[config.mk]
export PLATFORM = sky130hd
export DESIGN_NAME = psd_supervisor
export DESIGN_NICKNAME = d
export VERILOG_FILES = /design/src/inc/psd_pkg.sv /design/src/logic/psd_supervisor.sv
export VERILOG_INCLUDE_DIRS = /design/src /design/src/inc
export SDC_FILE = /design/constraint.sdc
export NUM_CORES = 2
export LEC_CHECK = 0
export BUFFER_PORTS_ARGS = -buffer_cell sky130_fd_sc_hd__buf_2
export CORE_MARGIN = 2
export CORE_UTILIZATION = 45
export DETAILED_ROUTE_END_ITERATION = 10
export GPL_TIMING_DRIVEN = 0
export PLACE_DENSITY_LB_ADDON = 0.15
export SYNTH_ARGS = -nofsm -noshare
export SYNTH_HDL_FRONTEND = slang
export SYNTH_SLANG_ARGS = --single-unit
[constraint.sdc]
create_clock -name clk -period 21.2 [get_ports clk]
set_input_delay 4.24 -clock clk [delete_from_list [all_inputs] [get_ports clk]]
set_output_delay 4.24 -clock clk [all_outputs]
set_load 0.05 [all_outputs]
[src/inc/psd_regs.svh]
`ifndef PSD_REGS_SVH
`define PSD_REGS_SVH

// Byte offsets on the APB bus
`define PSD_CTRL_OFF       8'h00
`define PSD_INLIM_OFF      8'h04
`define PSD_FBHI_OFF       8'h08
`define PSD_UDISP_OFF      8'h0C
`define PSD_FALLBACK_OFF   8'h10
`define PSD_SDWELL_OFF     8'h14
`define PSD_PDWELL_OFF     8'h18
`define PSD_FMAX_OFF       8'h1C
`define PSD_UPLIM_OFF      8'h20
`define PSD_INTSTS_OFF     8'h24
`define PSD_INTMSK_OFF     8'h28
`define PSD_STATUS_OFF     8'h2C

// Control register fields
`define PSD_CTRL_MODE_LSB  0
`define PSD_CTRL_REV_BIT   3
`define PSD_CTRL_REFM_BIT  4
`define PSD_CTRL_PROH_BIT  5
`define PSD_CTRL_DET_LSB   6
`define PSD_CTRL_UNIT_LSB  9

// Reset values (percent in 0.1 %, frequency in 0.01 Hz, time in 0.1 s)
`define PSD_CTRL_RST       12'h208
`define PSD_INLIM_RST      16'h2710
`define PSD_INLIM_MAX      16'h2710
`define PSD_FBLVL_RST      16'h03E8
`define PSD_FBLVL_MAX      16'h03E8
`define PSD_FBTIME_RST     8'h0A
`define PSD_UDVAL_RST      16'h2710
`define PSD_UDVAL_MAX      16'hEA60
`define PSD_UDDIG_RST      2'h2
`define PSD_FALLBACK_RST   16'h0BB8
`define PSD_DWTIME_MAX     8'h64
`define PSD_FMAX_RST       16'h1770
`define PSD_PCT_SCALE      32'h000003E8

// Time base
`define PSD_CLK_NS         25
`define PSD_TENTH_NS       100000000
`define PSD_TENTH_CYCLES   (`PSD_TENTH_NS / `PSD_CLK_NS)

`endif

[src/inc/psd_pkg.sv]
package psd_pkg;

  typedef logic [15:0] psd_word_t;

  typedef enum logic [2:0]
  {
    DW_IDLE  = 3'b001,
    DW_START = 3'b010,
    DW_STOP  = 3'b100
  } psd_dwell_t;

endpackage : psd_pkg

[src/logic/psd_supervisor.sv]
// Register access over APB and the address map were decided locally.
`timescale 1ns/1ps
`include "psd_regs.svh"

module psd_supervisor #(
  parameter int unsigned TENTH_CYCLES = `PSD_TENTH_CYCLES
) (
  input  wire logic              clk,
  input  wire logic              rst,
  input  wire logic              psel,
  input  wire logic              penable,
  input  wire logic              pwrite,
  input  wire logic [7:0]        paddr,
  input  wire logic [31:0]       pwdata,
  output logic      [31:0]       prdata,
  output logic                   pready,
  output logic                   pslverr,
  input  wire logic              pid_active,
  input  wire logic              motor2_select,
  input  wire logic              feedback_loss_alarm,
  input  wire logic              accelerating,
  input  wire logic              decelerating,
  input  wire logic [15:0]       controller_input,
  input  wire psd_pkg::psd_word_t feedback,
  input  wire psd_pkg::psd_word_t target,
  input  wire logic [15:0]       controller_output,
  input  wire psd_pkg::psd_word_t freq_reference,
  input  wire psd_pkg::psd_word_t output_frequency,
  output logic      [15:0]       clamped_input,
  output logic      [23:0]       feedback_monitor,
  output logic      [23:0]       target_monitor,
  output logic      [1:0]        display_digits,
  output psd_pkg::psd_word_t     reference_monitor,
  output psd_pkg::psd_word_t     freq_command,
  output logic                   reverse_run,
  output logic                   output_stop,
  output logic                   dwell_hold,
  output logic                   feedback_high_out,
  output logic                   feedback_over_alarm,
  output logic                   irq
);
  import psd_pkg::*;

  logic [11:0] ctrl_q;
  logic [15:0] inlim_q;
  logic [15:0] fblvl_q;
  logic [7:0]  fbtime_q;
  logic [15:0] udval_q;
  logic [1:0]  uddig_q;
  logic [15:0] fallback_q;
  logic [15:0] sdw_f_q;
  logic [7:0]  sdw_t_q;
  logic [15:0] pdw_f_q;
  logic [7:0]  pdw_t_q;
  logic [15:0] fmax1_q;
  logic [15:0] fmax2_q;
  logic [15:0] uplim_q;
  logic [3:0]  sts_q;
  logic [3:0]  msk_q;

  logic [2:0]  mode;
  logic [2:0]  det_mode;
  logic        user_unit;
  logic        wr_en;
  logic [31:0] rd_d;
  logic        hit;

  assign mode      = ctrl_q[`PSD_CTRL_MODE_LSB +: 3];
  assign det_mode  = ctrl_q[`PSD_CTRL_DET_LSB +: 3];
  assign user_unit = (ctrl_q[`PSD_CTRL_UNIT_LSB +: 2] == 2'h3);
  assign wr_en     = psel && penable && pready && pwrite;

  // One wait state keeps prdata and pready both from flops
  always_ff @(posedge clk or posedge rst)
  begin
    if (rst)
      pready <= 1'b0;
    else
      pready <= psel && penable && !pready;
  end

  always_comb
  begin
    hit  = 1'b1;
    rd_d = 32'h00000000;
    if (paddr == `PSD_CTRL_OFF)
      rd_d = {20'h00000, ctrl_q};
    else if (paddr == `PSD_INLIM_OFF)
      rd_d = {16'h0000, inlim_q};
    else if (paddr == `PSD_FBHI_OFF)
      rd_d = {8'h00, fbtime_q, fblvl_q};
    else if (paddr == `PSD_UDISP_OFF)
      rd_d = {14'h0000, uddig_q, udval_q};
    else if (paddr == `PSD_FALLBACK_OFF)
      rd_d = {16'h0000, fallback_q};
    else if (paddr == `PSD_SDWELL_OFF)
      rd_d = {8'h00, sdw_t_q, sdw_f_q};
    else if (paddr == `PSD_PDWELL_OFF)
      rd_d = {8'h00, pdw_t_q, pdw_f_q};
    else if (paddr == `PSD_FMAX_OFF)
      rd_d = {fmax2_q, fmax1_q};
    else if (paddr == `PSD_UPLIM_OFF)
      rd_d = {16'h0000, uplim_q};
    else if (paddr == `PSD_INTSTS_OFF)
      rd_d = {28'h0000000, sts_q};
    else if (paddr == `PSD_INTMSK_OFF)
      rd_d = {28'h0000000, msk_q};
    else if (paddr == `PSD_STATUS_OFF)
      rd_d = {27'h0000000, output_stop, reverse_run, dwell_hold, feedback_high_out,
              feedback_over_alarm};
    else
      hit = 1'b0;
  end

  always_ff @(posedge clk or posedge rst)
  begin
    if (rst)
    begin
      prdata  <= 32'h00000000;
      pslverr <= 1'b0;
    end
    else if (psel && penable && !pready)
    begin
      prdata  <= pwrite ? 32'h00000000 : rd_d;
      pslverr <= !hit;
    end
    else
      pslverr <= 1'b0;
  end

  // Out-of-range settings are dropped, keeping the previous value
  always_ff @(posedge clk or posedge rst)
  begin
    if (rst)
    begin
      ctrl_q     <= `PSD_CTRL_RST;
      inlim_q    <= `PSD_INLIM_RST;
      fblvl_q    <= `PSD_FBLVL_RST;
      fbtime_q   <= `PSD_FBTIME_RST;
      udval_q    <= `PSD_UDVAL_RST;
      uddig_q    <= `PSD_UDDIG_RST;
      fallback_q <= `PSD_FALLBACK_RST;
      sdw_f_q    <= 16'h0000;
      sdw_t_q    <= 8'h00;
      pdw_f_q    <= 16'h0000;
      pdw_t_q    <= 8'h00;
      fmax1_q    <= `PSD_FMAX_RST;
      fmax2_q    <= `PSD_FMAX_RST;
      uplim_q    <= `PSD_FMAX_RST;
      msk_q      <= 4'h0;
    end
    else if (wr_en)
    begin
      if (paddr == `PSD_CTRL_OFF)
        ctrl_q <= pwdata[11:0];
      else if (paddr == `PSD_INLIM_OFF && pwdata[15:0] <= `PSD_INLIM_MAX)
        inlim_q <= pwdata[15:0];
      else if (paddr == `PSD_FBHI_OFF && pwdata[15:0] <= `PSD_FBLVL_MAX)
      begin
        fblvl_q  <= pwdata[15:0];
        fbtime_q <= pwdata[23:16];
      end
      else if (paddr == `PSD_UDISP_OFF && user_unit && pwdata[15:0] != 16'h0000
               && pwdata[15:0] <= `PSD_UDVAL_MAX)
      begin
        udval_q <= pwdata[15:0];
        uddig_q <= pwdata[17:16];
      end
      else if (paddr == `PSD_FALLBACK_OFF)
        fallback_q <= pwdata[15:0];
      else if (paddr == `PSD_SDWELL_OFF && pwdata[23:16] <= `PSD_DWTIME_MAX)
      begin
        sdw_f_q <= pwdata[15:0];
        sdw_t_q <= pwdata[23:16];
      end
      else if (paddr == `PSD_PDWELL_OFF && pwdata[23:16] <= `PSD_DWTIME_MAX)
      begin
        pdw_f_q <= pwdata[15:0];
        pdw_t_q <= pwdata[23:16];
      end
      else if (paddr == `PSD_FMAX_OFF)
      begin
        fmax1_q <= pwdata[15:0];
        fmax2_q <= pwdata[31:16];
      end
      else if (paddr == `PSD_UPLIM_OFF)
        uplim_q <= pwdata[15:0];
      else if (paddr == `PSD_INTMSK_OFF)
        msk_q <= pwdata[3:0];
    end
  end

  // Input clamp, in 0.1 % of maximum frequency
  logic signed [16:0] cin;
  logic signed [16:0] lim_p;

  assign cin   = {controller_input[15], controller_input};
  assign lim_p = {1'b0, inlim_q};

  always_ff @(posedge clk or posedge rst)
  begin
    if (rst)
      clamped_input <= 16'h0000;
    else if (cin > lim_p)
      clamped_input <= inlim_q;
    else if (cin < -lim_p)
      clamped_input <= 16'(-lim_p);
    else
      clamped_input <= controller_input;
  end

  // Feedback-high qualification, own prescaler so timing starts at the crossing
  logic        fb_above;
  logic        fb_armed;
  logic        fb_alarm_mode;
  logic [31:0] fb_pre_q;
  logic [7:0]  fb_cnt_q;

  assign fb_above      = feedback > fblvl_q;
  assign fb_armed      = pid_active || det_mode == 3'h3 || det_mode == 3'h4
                         || det_mode == 3'h5 || det_mode == 3'h7;
  assign fb_alarm_mode = det_mode == 3'h1 || det_mode == 3'h4;

  always_ff @(posedge clk or posedge rst)
  begin
    if (rst)
    begin
      fb_pre_q <= 32'h00000000;
      fb_cnt_q <= 8'h00;
    end
    else if (!fb_above || !fb_armed)
    begin
      fb_pre_q <= 32'h00000000;
      fb_cnt_q <= 8'h00;
    end
    else if (fb_pre_q == TENTH_CYCLES - 1)
    begin
      fb_pre_q <= 32'h00000000;
      if (fb_cnt_q != 8'hFF)
        fb_cnt_q <= fb_cnt_q + 8'h01;
    end
    else
      fb_pre_q <= fb_pre_q + 32'h00000001;
  end

  logic fb_det;

  assign fb_det = fb_above && fb_armed && fb_cnt_q >= fbtime_q;

  // Fault modes are handled by the drive's fault logic, not here
  always_ff @(posedge clk or posedge rst)
  begin
    if (rst)
    begin
      feedback_high_out   <= 1'b0;
      feedback_over_alarm <= 1'b0;
    end
    else
    begin
      feedback_high_out   <= fb_det && det_mode != 3'h2 && det_mode != 3'h5;
      feedback_over_alarm <= fb_det && fb_alarm_mode;
    end
  end

  // User display scaling
  always_ff @(posedge clk or posedge rst)
  begin
    if (rst)
    begin
      feedback_monitor <= 24'h000000;
      target_monitor   <= 24'h000000;
      display_digits   <= 2'h0;
    end
    else if (user_unit)
    begin
      feedback_monitor <= 24'((feedback * udval_q) / `PSD_PCT_SCALE);
      target_monitor   <= 24'((target * udval_q) / `PSD_PCT_SCALE);
      display_digits   <= uddig_q;
    end
    else
    begin
      feedback_monitor <= {8'h00, feedback};
      target_monitor   <= {8'h00, target};
      display_digits   <= 2'h0;
    end
  end

  // Frequency bounds
  logic [15:0] fmax;
  logic [15:0] flim;
  logic [15:0] fallback_b;
  logic [15:0] sdw_b;
  logic [15:0] pdw_b;

  assign fmax       = motor2_select ? fmax2_q : fmax1_q;
  assign flim       = (uplim_q < fmax) ? uplim_q : fmax;
  assign fallback_b = (fallback_q < flim) ? fallback_q : flim;
  assign sdw_b      = (sdw_f_q < flim) ? sdw_f_q : flim;
  assign pdw_b      = (pdw_f_q < flim) ? pdw_f_q : flim;

  // Dwell sequencer
  psd_dwell_t  dw_q;
  logic [31:0] dw_pre_q;
  logic [7:0]  dw_cnt_q;
  logic        sdw_done_q;
  logic        pdw_done_q;
  logic        dw_tick;
  logic        dw_end;

  assign dw_tick = dw_pre_q == TENTH_CYCLES - 1;
  assign dw_end  = dw_tick && (dw_cnt_q + 8'h01 >= (dw_q == DW_START ? sdw_t_q : pdw_t_q));

  always_ff @(posedge clk or posedge rst)
  begin
    if (rst)
    begin
      dw_q       <= DW_IDLE;
      dw_pre_q   <= 32'h00000000;
      dw_cnt_q   <= 8'h00;
      sdw_done_q <= 1'b0;
      pdw_done_q <= 1'b0;
    end
    else
    begin
      dw_pre_q <= (dw_q == DW_IDLE || dw_tick) ? 32'h00000000 : dw_pre_q + 32'h00000001;
      if (dw_q != DW_IDLE && dw_tick)
        dw_cnt_q <= dw_cnt_q + 8'h01;
      case (dw_q)
        DW_IDLE:
        begin
          dw_cnt_q <= 8'h00;
          if (output_frequency == 16'h0000)
            sdw_done_q <= 1'b0;
          if (accelerating)
            pdw_done_q <= 1'b0;
          if (accelerating && !sdw_done_q && sdw_t_q != 8'h00
              && output_frequency >= sdw_b)
            dw_q <= DW_START;
          else if (decelerating && !pdw_done_q && pdw_t_q != 8'h00
                   && output_frequency <= pdw_b && output_frequency != 16'h0000)
            dw_q <= DW_STOP;
        end
        DW_START:
          if (dw_end)
          begin
            dw_q       <= DW_IDLE;
            sdw_done_q <= 1'b1;
          end
        DW_STOP:
          if (dw_end)
          begin
            dw_q       <= DW_IDLE;
            pdw_done_q <= 1'b1;
          end
        default:
          dw_q <= DW_IDLE;
      endcase
    end
  end

  // Command path
  logic               pid_on;
  logic               trim;
  logic signed [17:0] ctrl_s;
  logic signed [17:0] sum_s;
  logic [15:0]        cmd_pid;
  logic               rev_d;
  logic               stop_d;
  logic [15:0]        cmd_d;

  assign pid_on = pid_active && mode != 3'h0;
  assign trim   = mode == 3'h3 || mode == 3'h4;
  assign ctrl_s = {{2{controller_output[15]}}, controller_output};
  assign sum_s  = $signed({2'b00, freq_reference}) + ctrl_s;

  always_comb
  begin
    rev_d   = 1'b0;
    stop_d  = 1'b0;
    cmd_pid = controller_output;
    if (trim)
    begin
      // Controller output is applied as is; only the final sum is limited, to 0 through 16'hFFFF
      if (sum_s < 0)
        cmd_pid = 16'h0000;
      else if (sum_s > 18'sh0FFFF)
        cmd_pid = 16'hFFFF;
      else
        cmd_pid = sum_s[15:0];
    end
    else if (controller_output[15])
    begin
      if (ctrl_q[`PSD_CTRL_REV_BIT] && !ctrl_q[`PSD_CTRL_PROH_BIT])
      begin
        cmd_pid = 16'(-ctrl_s);
        rev_d   = 1'b1;
      end
      else
      begin
        cmd_pid = 16'h0000;
        stop_d  = 1'b1;
      end
    end
    cmd_d = pid_on ? cmd_pid : freq_reference;
    if (pid_on && feedback_loss_alarm)
    begin
      cmd_d  = fallback_b;
      rev_d  = 1'b0;
      stop_d = 1'b0;
    end
    if (!pid_on)
    begin
      rev_d  = 1'b0;
      stop_d = 1'b0;
    end
    if (dw_q == DW_START)
      cmd_d = sdw_b;
    else if (dw_q == DW_STOP)
      cmd_d = pdw_b;
  end

  always_ff @(posedge clk or posedge rst)
  begin
    if (rst)
    begin
      freq_command      <= 16'h0000;
      reverse_run       <= 1'b0;
      output_stop       <= 1'b0;
      dwell_hold        <= 1'b0;
      reference_monitor <= 16'h0000;
    end
    else
    begin
      freq_command      <= cmd_d;
      reverse_run       <= rev_d;
      output_stop       <= stop_d;
      dwell_hold        <= dw_q != DW_IDLE;
      reference_monitor <= (pid_on && !ctrl_q[`PSD_CTRL_REFM_BIT]) ? cmd_pid
                                                                   : freq_reference;
    end
  end

  // Interrupts: set wins over a simultaneous write-one clear
  logic       loss_q;
  logic       fb_det_q;
  logic [3:0] ev;
  logic [3:0] clr;

  // Edge of the detector itself, so fault modes cannot re-set bit 0 every cycle
  assign ev  = {dw_q == DW_STOP && dw_end, dw_q == DW_START && dw_end,
                feedback_loss_alarm && !loss_q, fb_det && !fb_det_q};
  assign clr = (wr_en && paddr == `PSD_INTSTS_OFF) ? pwdata[3:0] : 4'h0;

  always_ff @(posedge clk or posedge rst)
  begin
    if (rst)
    begin
      loss_q   <= 1'b0;
      fb_det_q <= 1'b0;
      sts_q    <= 4'h0;
      irq      <= 1'b0;
    end
    else
    begin
      loss_q   <= feedback_loss_alarm;
      fb_det_q <= fb_det;
      sts_q  <= (sts_q & ~clr) | ev;
      irq    <= |(sts_q & msk_q);
    end
  end

endmodule : psd_supervisor

; ---- Word-level counts from Yosys, hierarchy flattened
; Cells that the tools add are included.
[totals]
wordCells = 270
register_bits = 415
output_inout_bits = 138
in_bits = 146
[classes]
n_eq_ne = 34
div_mod_pow = 2
bitwise = 13
magnitude_cmp = 17
multipliers = 2
n_addsub = 7
reduce_logical = 80
mux = 75
[op_table]
columns = operator, count
row1 = 2-to-1 mux 32 bit, 12
row2 = 2-to-1 mux 16 bit, 18
row3 = adder 32 x 1 -> 32 bit (second input constant), 2
row4 = divider 32 x 10 -> 32 bit (second input constant), 2
row5 = equality test 32 x 22 -> 1 bit (second input constant), 2
row6 = < comparator 16 bit, 4
row7 = multiplier 16 x 16 -> 32 bit, 2
row8 = 2-to-1 mux 24 bit, 2
row9 = 2-to-1 mux 8 bit, 6
row10 = logical AND 1 bit, 34
row11 = equality test 8 x 5 -> 1 bit (second input constant), 4
row12 = equality test 8 x 6 -> 1 bit (second input constant), 4
row13 = nonzero test 16 bit, 2
row14 = 2-to-1 mux 1 bit, 26
row15 = adder 17 x 16 -> 18 bit, 1
row16 = > comparator 18 x 17 -> 1 bit (second input constant), 1
row17 = < comparator 18 x 1 -> 1 bit (second input constant), 1
row18 = > comparator 16 x 17 -> 1 bit, 1
row19 = < comparator 16 x 17 -> 1 bit, 1
row20 = negator 16 -> 17 bit, 1
row21 = adder 8 x 1 -> 8 bit (second input constant), 2
row22 = equality test 8 x 4 -> 1 bit (second input constant), 2
row23 = >= comparator 16 bit, 1
row24 = >= comparator 8 bit, 2
row25 = other kinds (47), 97

; ---- Logic depth before layout (Yosys ltp)
[depth]
word_depth = 15
ltp_mapped = 86

; ---- Worst setup path after synthesis
; No wires, ideal clock.
[synth_timing]
path_type = input-to-reg
start = input port feedback[13]
end = register feedback_monitor[0]
cell_stages = 74
slack_ns = -2.424
arrival_ns = 23.492
n_path_buf = 7
path_cell_list = clkbuf_1 > clkbuf_1 > nand2_1 > fa_1 > fa_1 > inv_1 > fa_1 > fa_1 > fa_1 > inv_1 > fa_1 > inv_1 > ha_1 > buf_2 > nand4_1 > or3_1 > a21o_1 > a211o_1 > [38 not listed] > o32ai_2 > a2111oi_0 > or4_4 > a2111oi_4 > a21oi_2 > o2111ai_1 > a21oi_1 > nor2_1 > o211ai_1 > a31oi_2 > mux2_2 > xor2_2 > or2_1 > o211ai_2 > o311ai_2 > and4b_1 > a2111oi_1 > o2bb2ai_1
[synth_between]
elab_chain_len = 3
[synth_lines]
columns = item, line
row1 = start: declaration, psd_supervisor.sv:24  ; input wire psd_pkg::psd_word_t feedback,
row2 = multiplier 16 x 16 -> 32 bit, psd_supervisor.sv:276  ; feedback_monitor <= 24'((feedback * udval_q) / `PSD_PCT_SCALE);
row3 = divider 32 x 10 -> 32 bit (no source line), --
row4 = 2-to-1 mux 24 bit, psd_supervisor.sv:274  ; else if (user_unit)
row5 = end signal: assignment, psd_supervisor.sv:276
row6 = end signal: assignment, psd_supervisor.sv:282  ; feedback_monitor <= {8'h00, feedback};
row7 = end: declaration, psd_supervisor.sv:30  ; output logic [23:0] feedback_monitor,
; Every way passes these cells.
; A chain may end at the register's enable or synchronous reset.

; ---- Worst setup path in the final report
[layout_timing]
start = input port target[7]
end = register target_monitor[0]
[layout_between]
elab_chain_len = 3
[layout_lines]
columns = item, line
row1 = start: declaration, psd_supervisor.sv:25  ; input wire psd_pkg::psd_word_t target,
row2 = multiplier 16 x 16 -> 32 bit, psd_supervisor.sv:277  ; target_monitor <= 24'((target * udval_q) / `PSD_PCT_SCALE);
row3 = divider 32 x 10 -> 32 bit (no source line), --
row4 = 2-to-1 mux 24 bit, psd_supervisor.sv:274
row5 = end signal: assignment, psd_supervisor.sv:277
row6 = end signal: assignment, psd_supervisor.sv:283  ; target_monitor <= {8'h00, target};
row7 = end: declaration, psd_supervisor.sv:31  ; output logic [23:0] target_monitor,
; Every way passes these cells.

==> impl_metrics.yaml <==
sta:
  tightest_slew_ns: 1.42
  hold_slack_ns: 0.424
  setup_viol: 8
  skew_ns: 0.0234
  rsz0062_at_grt: "yes"
  maxSlewViolCount: 0
  clock.fmax_ghz: 0.0432
  fin_crit_sh: 1.09
  slew_headroom: 0.0541
  fin_tns_setup_ns: -11.20
  post-route-min-period_ns: 23.17
  layout_setup_ws_ns: -1.97
  hold_viol_final: 0
yosys:
  synth_cells: 6414
  synth_top_area_frac: 0.165
  synth_edf_count: 0
  syn_area_um2: 55000
  synth_seq_area_share: 0.189
  ys_async_sr_fraction: 1.00
  synth_ff_type: "dfrtp_1"
  post-synth-top-count-cell: "nand2_1"
  syn_avg_cell_area_um2: 8.57
  yosysWarnings: 0
  ys_top_cells_by_area: "dfrtp_1, fa_1, ha_1, nand2_1, mux2_2"
  ys_types: 155
  synthTopCellsByCount: "nand2_1, inv_1, nor2_1"
  synth_area_leader_cell: "dfrtp_1"
  ys_ff_latch: 413
clock_network:
  clkTransAtPathRegs_ns: 0.06
  cts_max_path_buffers: 3
  cts.sinks: 413
  htreeDepth: 2
  clkLatencyLatePin_ns: 0.67
  hold_buffers: 0
  numCtsBuffers: 53
  tritoncts: "built"
  cts_root_buf: "clkbuf_16"
power:
  ir_worst_vdd_mv: 0.0636
  power_per_cell_area_nw_per_um2: 32.6
  power.leakage_nw: 31.6
hold_path:
  whs_path_depth: 1
  min_from: "loss_q"
  hold_path_end: "sts_q[1]"
  holdCritPathClass: "register to register"
detailed_routing:
  drc_errors: 0
  firstDrtPassIters: 9
  vias: 53600
  wl_per_cell_um: 23.3
  antenna_left: 0
  via_per_inst: 6.01
  wirelength_um: 208000
  dr.first_iter.drc_count: 4626
global_route:
  antenna_found_initial: 25
  grt_pass1_wl_um: 313000
  grt_pass1_vias: 52400
  gr-usage-all-layers: 0.319
  grt_max_degree: 128
  grt.overflow.total: 0
layout:
  nFillCells: 10700
  layoutNonFillerInstCount: 8922
  drive_gt1_frac: 0.276
  final_util: 0.579
  layout-area-overhead-vs-synth_pct: 27.9
  regArea_um2: 10400
  multi_input_area_um2: 45900
  nNetsFinal: 8161
status:
  status: "complete, but fails checks"
  violations: "negative setup slack"
setup_path:
  reg2reg_from: "udval_q[1]"
  critPathRequiredTime_ns: 21.75
  r2r-end: "feedback_monitor[0]"
  end_kind: "register"
  ff2ff_setup_slack_ns: 0.39
  critical_path_buf_inv_count: 16
  crit_arrival_ns: 23.71
  critPathMaxFanout: 8
  reg2reg_depth: 82
  startpoint: "target[7]"
  cpLargestDelayFamily: "compound AO/OA/AOI/OAI gates"
  critical_path.most_common_cell: "buf_6"
  cp-start-kind: "primary input"
  critPathSlowestCell: "fa_1"
  cpPeakStageDelay_ns: 0.57
  critPathKind: "primary input to register"
place:
  dp_cells: 8321
  gp_congestion: 0.964
  io_buffers: 277
  hpwlAfterDp_um: 156000
die:
  rows: 128
  coreArea_um2: 122000
  fp.dieArea_um2: 125000
  num_io_pins: 284
  initial_core_util: 0.452
  die_h_um: 354
  die_x_um: 354
run:
  drv_cap: 0
[where the power goes]
group	switching (mW)	internal (mW)
sequential	0.0121	0.809
combinational	0.307	0.150
clock	0.413	0.597
total	0.732	1.56
[final cells by class]
type                       instances  area share
clock buffer                      74      0.0214
inverter                         532      0.0285
buffer                           288      0.0292
multi-input combinational       5164       0.653
sequential                       413       0.148
clock inverter                    26     0.00578
tap                             1625      0.0289
timing repair buffer             786      0.0849
antenna                           14    0.000498
[routing by layer]
metal / track usage / vias up / wire length (um)
met2: 0.513 / 2125 / 95400
met3: 0.0573 / 432 / 15500
li1: - / 24400 / -
met4: 0.124 / 26 / 9210
met1: 0.426 / 26600 / 87800
met5: 0.00566 / - / 156
[worst reg2reg max path, delay by kind of cell (launching register included)]
family	cells	cell delay, ns
AOI/OAI and AO/OA	35	8.26
xor gates and xnor gates	2	0.37
adders and majority gates	7	3.30
buffers and inverters	20	3.13
DFF	1	0.62
muxes	6	2.00
and+or+nand+nor	12	3.02
[layout by cell type, fill, tap and decap left out, types with 32 or more instances in the layout]
cell       Yosys  layout
o21ai_1       45      39
nor2b_1       53      52
fa_1         389     361
nand3_1      159     142
o211ai_1      58      58
o21ai_0      282     250
a31oi_1       57      48
buf_6         12      74
buf_4         26     474
dfrtp_1      363     363
a21o_1        80      74
xnor2_1      193     157
nand4_1       85      85
clkbuf_1     216     174
o31ai_1       46      34
a21oi_1      304     249
clkbuf_16      0      77
ha_1         388     379
buf_12         0      32
a21oi_2       12      40
a22oi_1       50      44
buf_2         37     260
xor2_1       109     100
nor4_1        43      34
a211oi_1      60      38
dfstp_2       50      50
nand2b_1      63      62
mux2_2       213     202
and2_1       339     320
nand2_1      710     673
and3_1        52      48
a22o_1        40      39
mux2i_1      116      88
nor3_1       115      88
nor2_1       397     367
inv_1        530     502
[logic make-up (layout without fill, tap and decap cells)]
group / after synthesis / after routing / share of synthesized area
simple gates: 2176 / 2176 / 0.195
compound gates: 1551 / 1552 / 0.204
buf+inv: 839 / 1706 / 0.0617
fa+ha+maj: 786 / 786 / 0.232
flops: 413 / 413 / 0.189
mux: 337 / 337 / 0.0671
xor+xnor: 311 / 311 / 0.0508
other cells: 1 / 16 / 0.0000682
[state kept, by name (all words and copies together), names as in the netlist, 8 cells and up]
name	flops
fb_cnt_q	8
dw_pre_q	32
udval_q	16
fmax1_q	16
pdw_t_q	8
freq_command	16
prdata	32
fblvl_q	16
target_monitor	23
clamped_input	16
inlim_q	16
uplim_q	16
fmax2_q	16
sdw_f_q	16
fb_pre_q	32
fallback_q	16
fbtime_q	8
pdw_f_q	16
reference_monitor	16
dw_cnt_q	8
ctrl_q	12
sdw_t_q	8
feedback_monitor	23
[worst max path at each step]
stage | to | slack, ns | depth (start not counted)
after global routing | feedback_monitor[0] | -2.57 | 85
after detailed placement | feedback_monitor[0] | -4.95 | 74
after floorplan | target_monitor[0] | -1.16 | 81
after global placement | feedback_monitor[0] | -4.89 | 72
final | target_monitor[0] | -1.97 | 80
after CTS | target_monitor[0] | -1.57 | 77
[through the flow]
step | total power, mW | instance area [um^2] | worst slack, ns
2_1_floorplan | 1.10 | 56000 | -1.16
3_3_place_gp | 1.25 | 59500 | -4.89
3_5_place_dp | 1.26 | 59600 | -4.95
4_1_cts | 2.30 | 67400 | -1.57
5_1_grt | 2.37 | 70300 | -2.57
6_report | 2.29 | 70300 | -1.97
[timing repair]
item	4_1_cts	5_1_grt
setup endpoints to repair	14	12
cloned	3	2
pin swaps	308	278
resized for setup	645	346
buffers inserted	341	162
(Power assumes the default switching activity.)
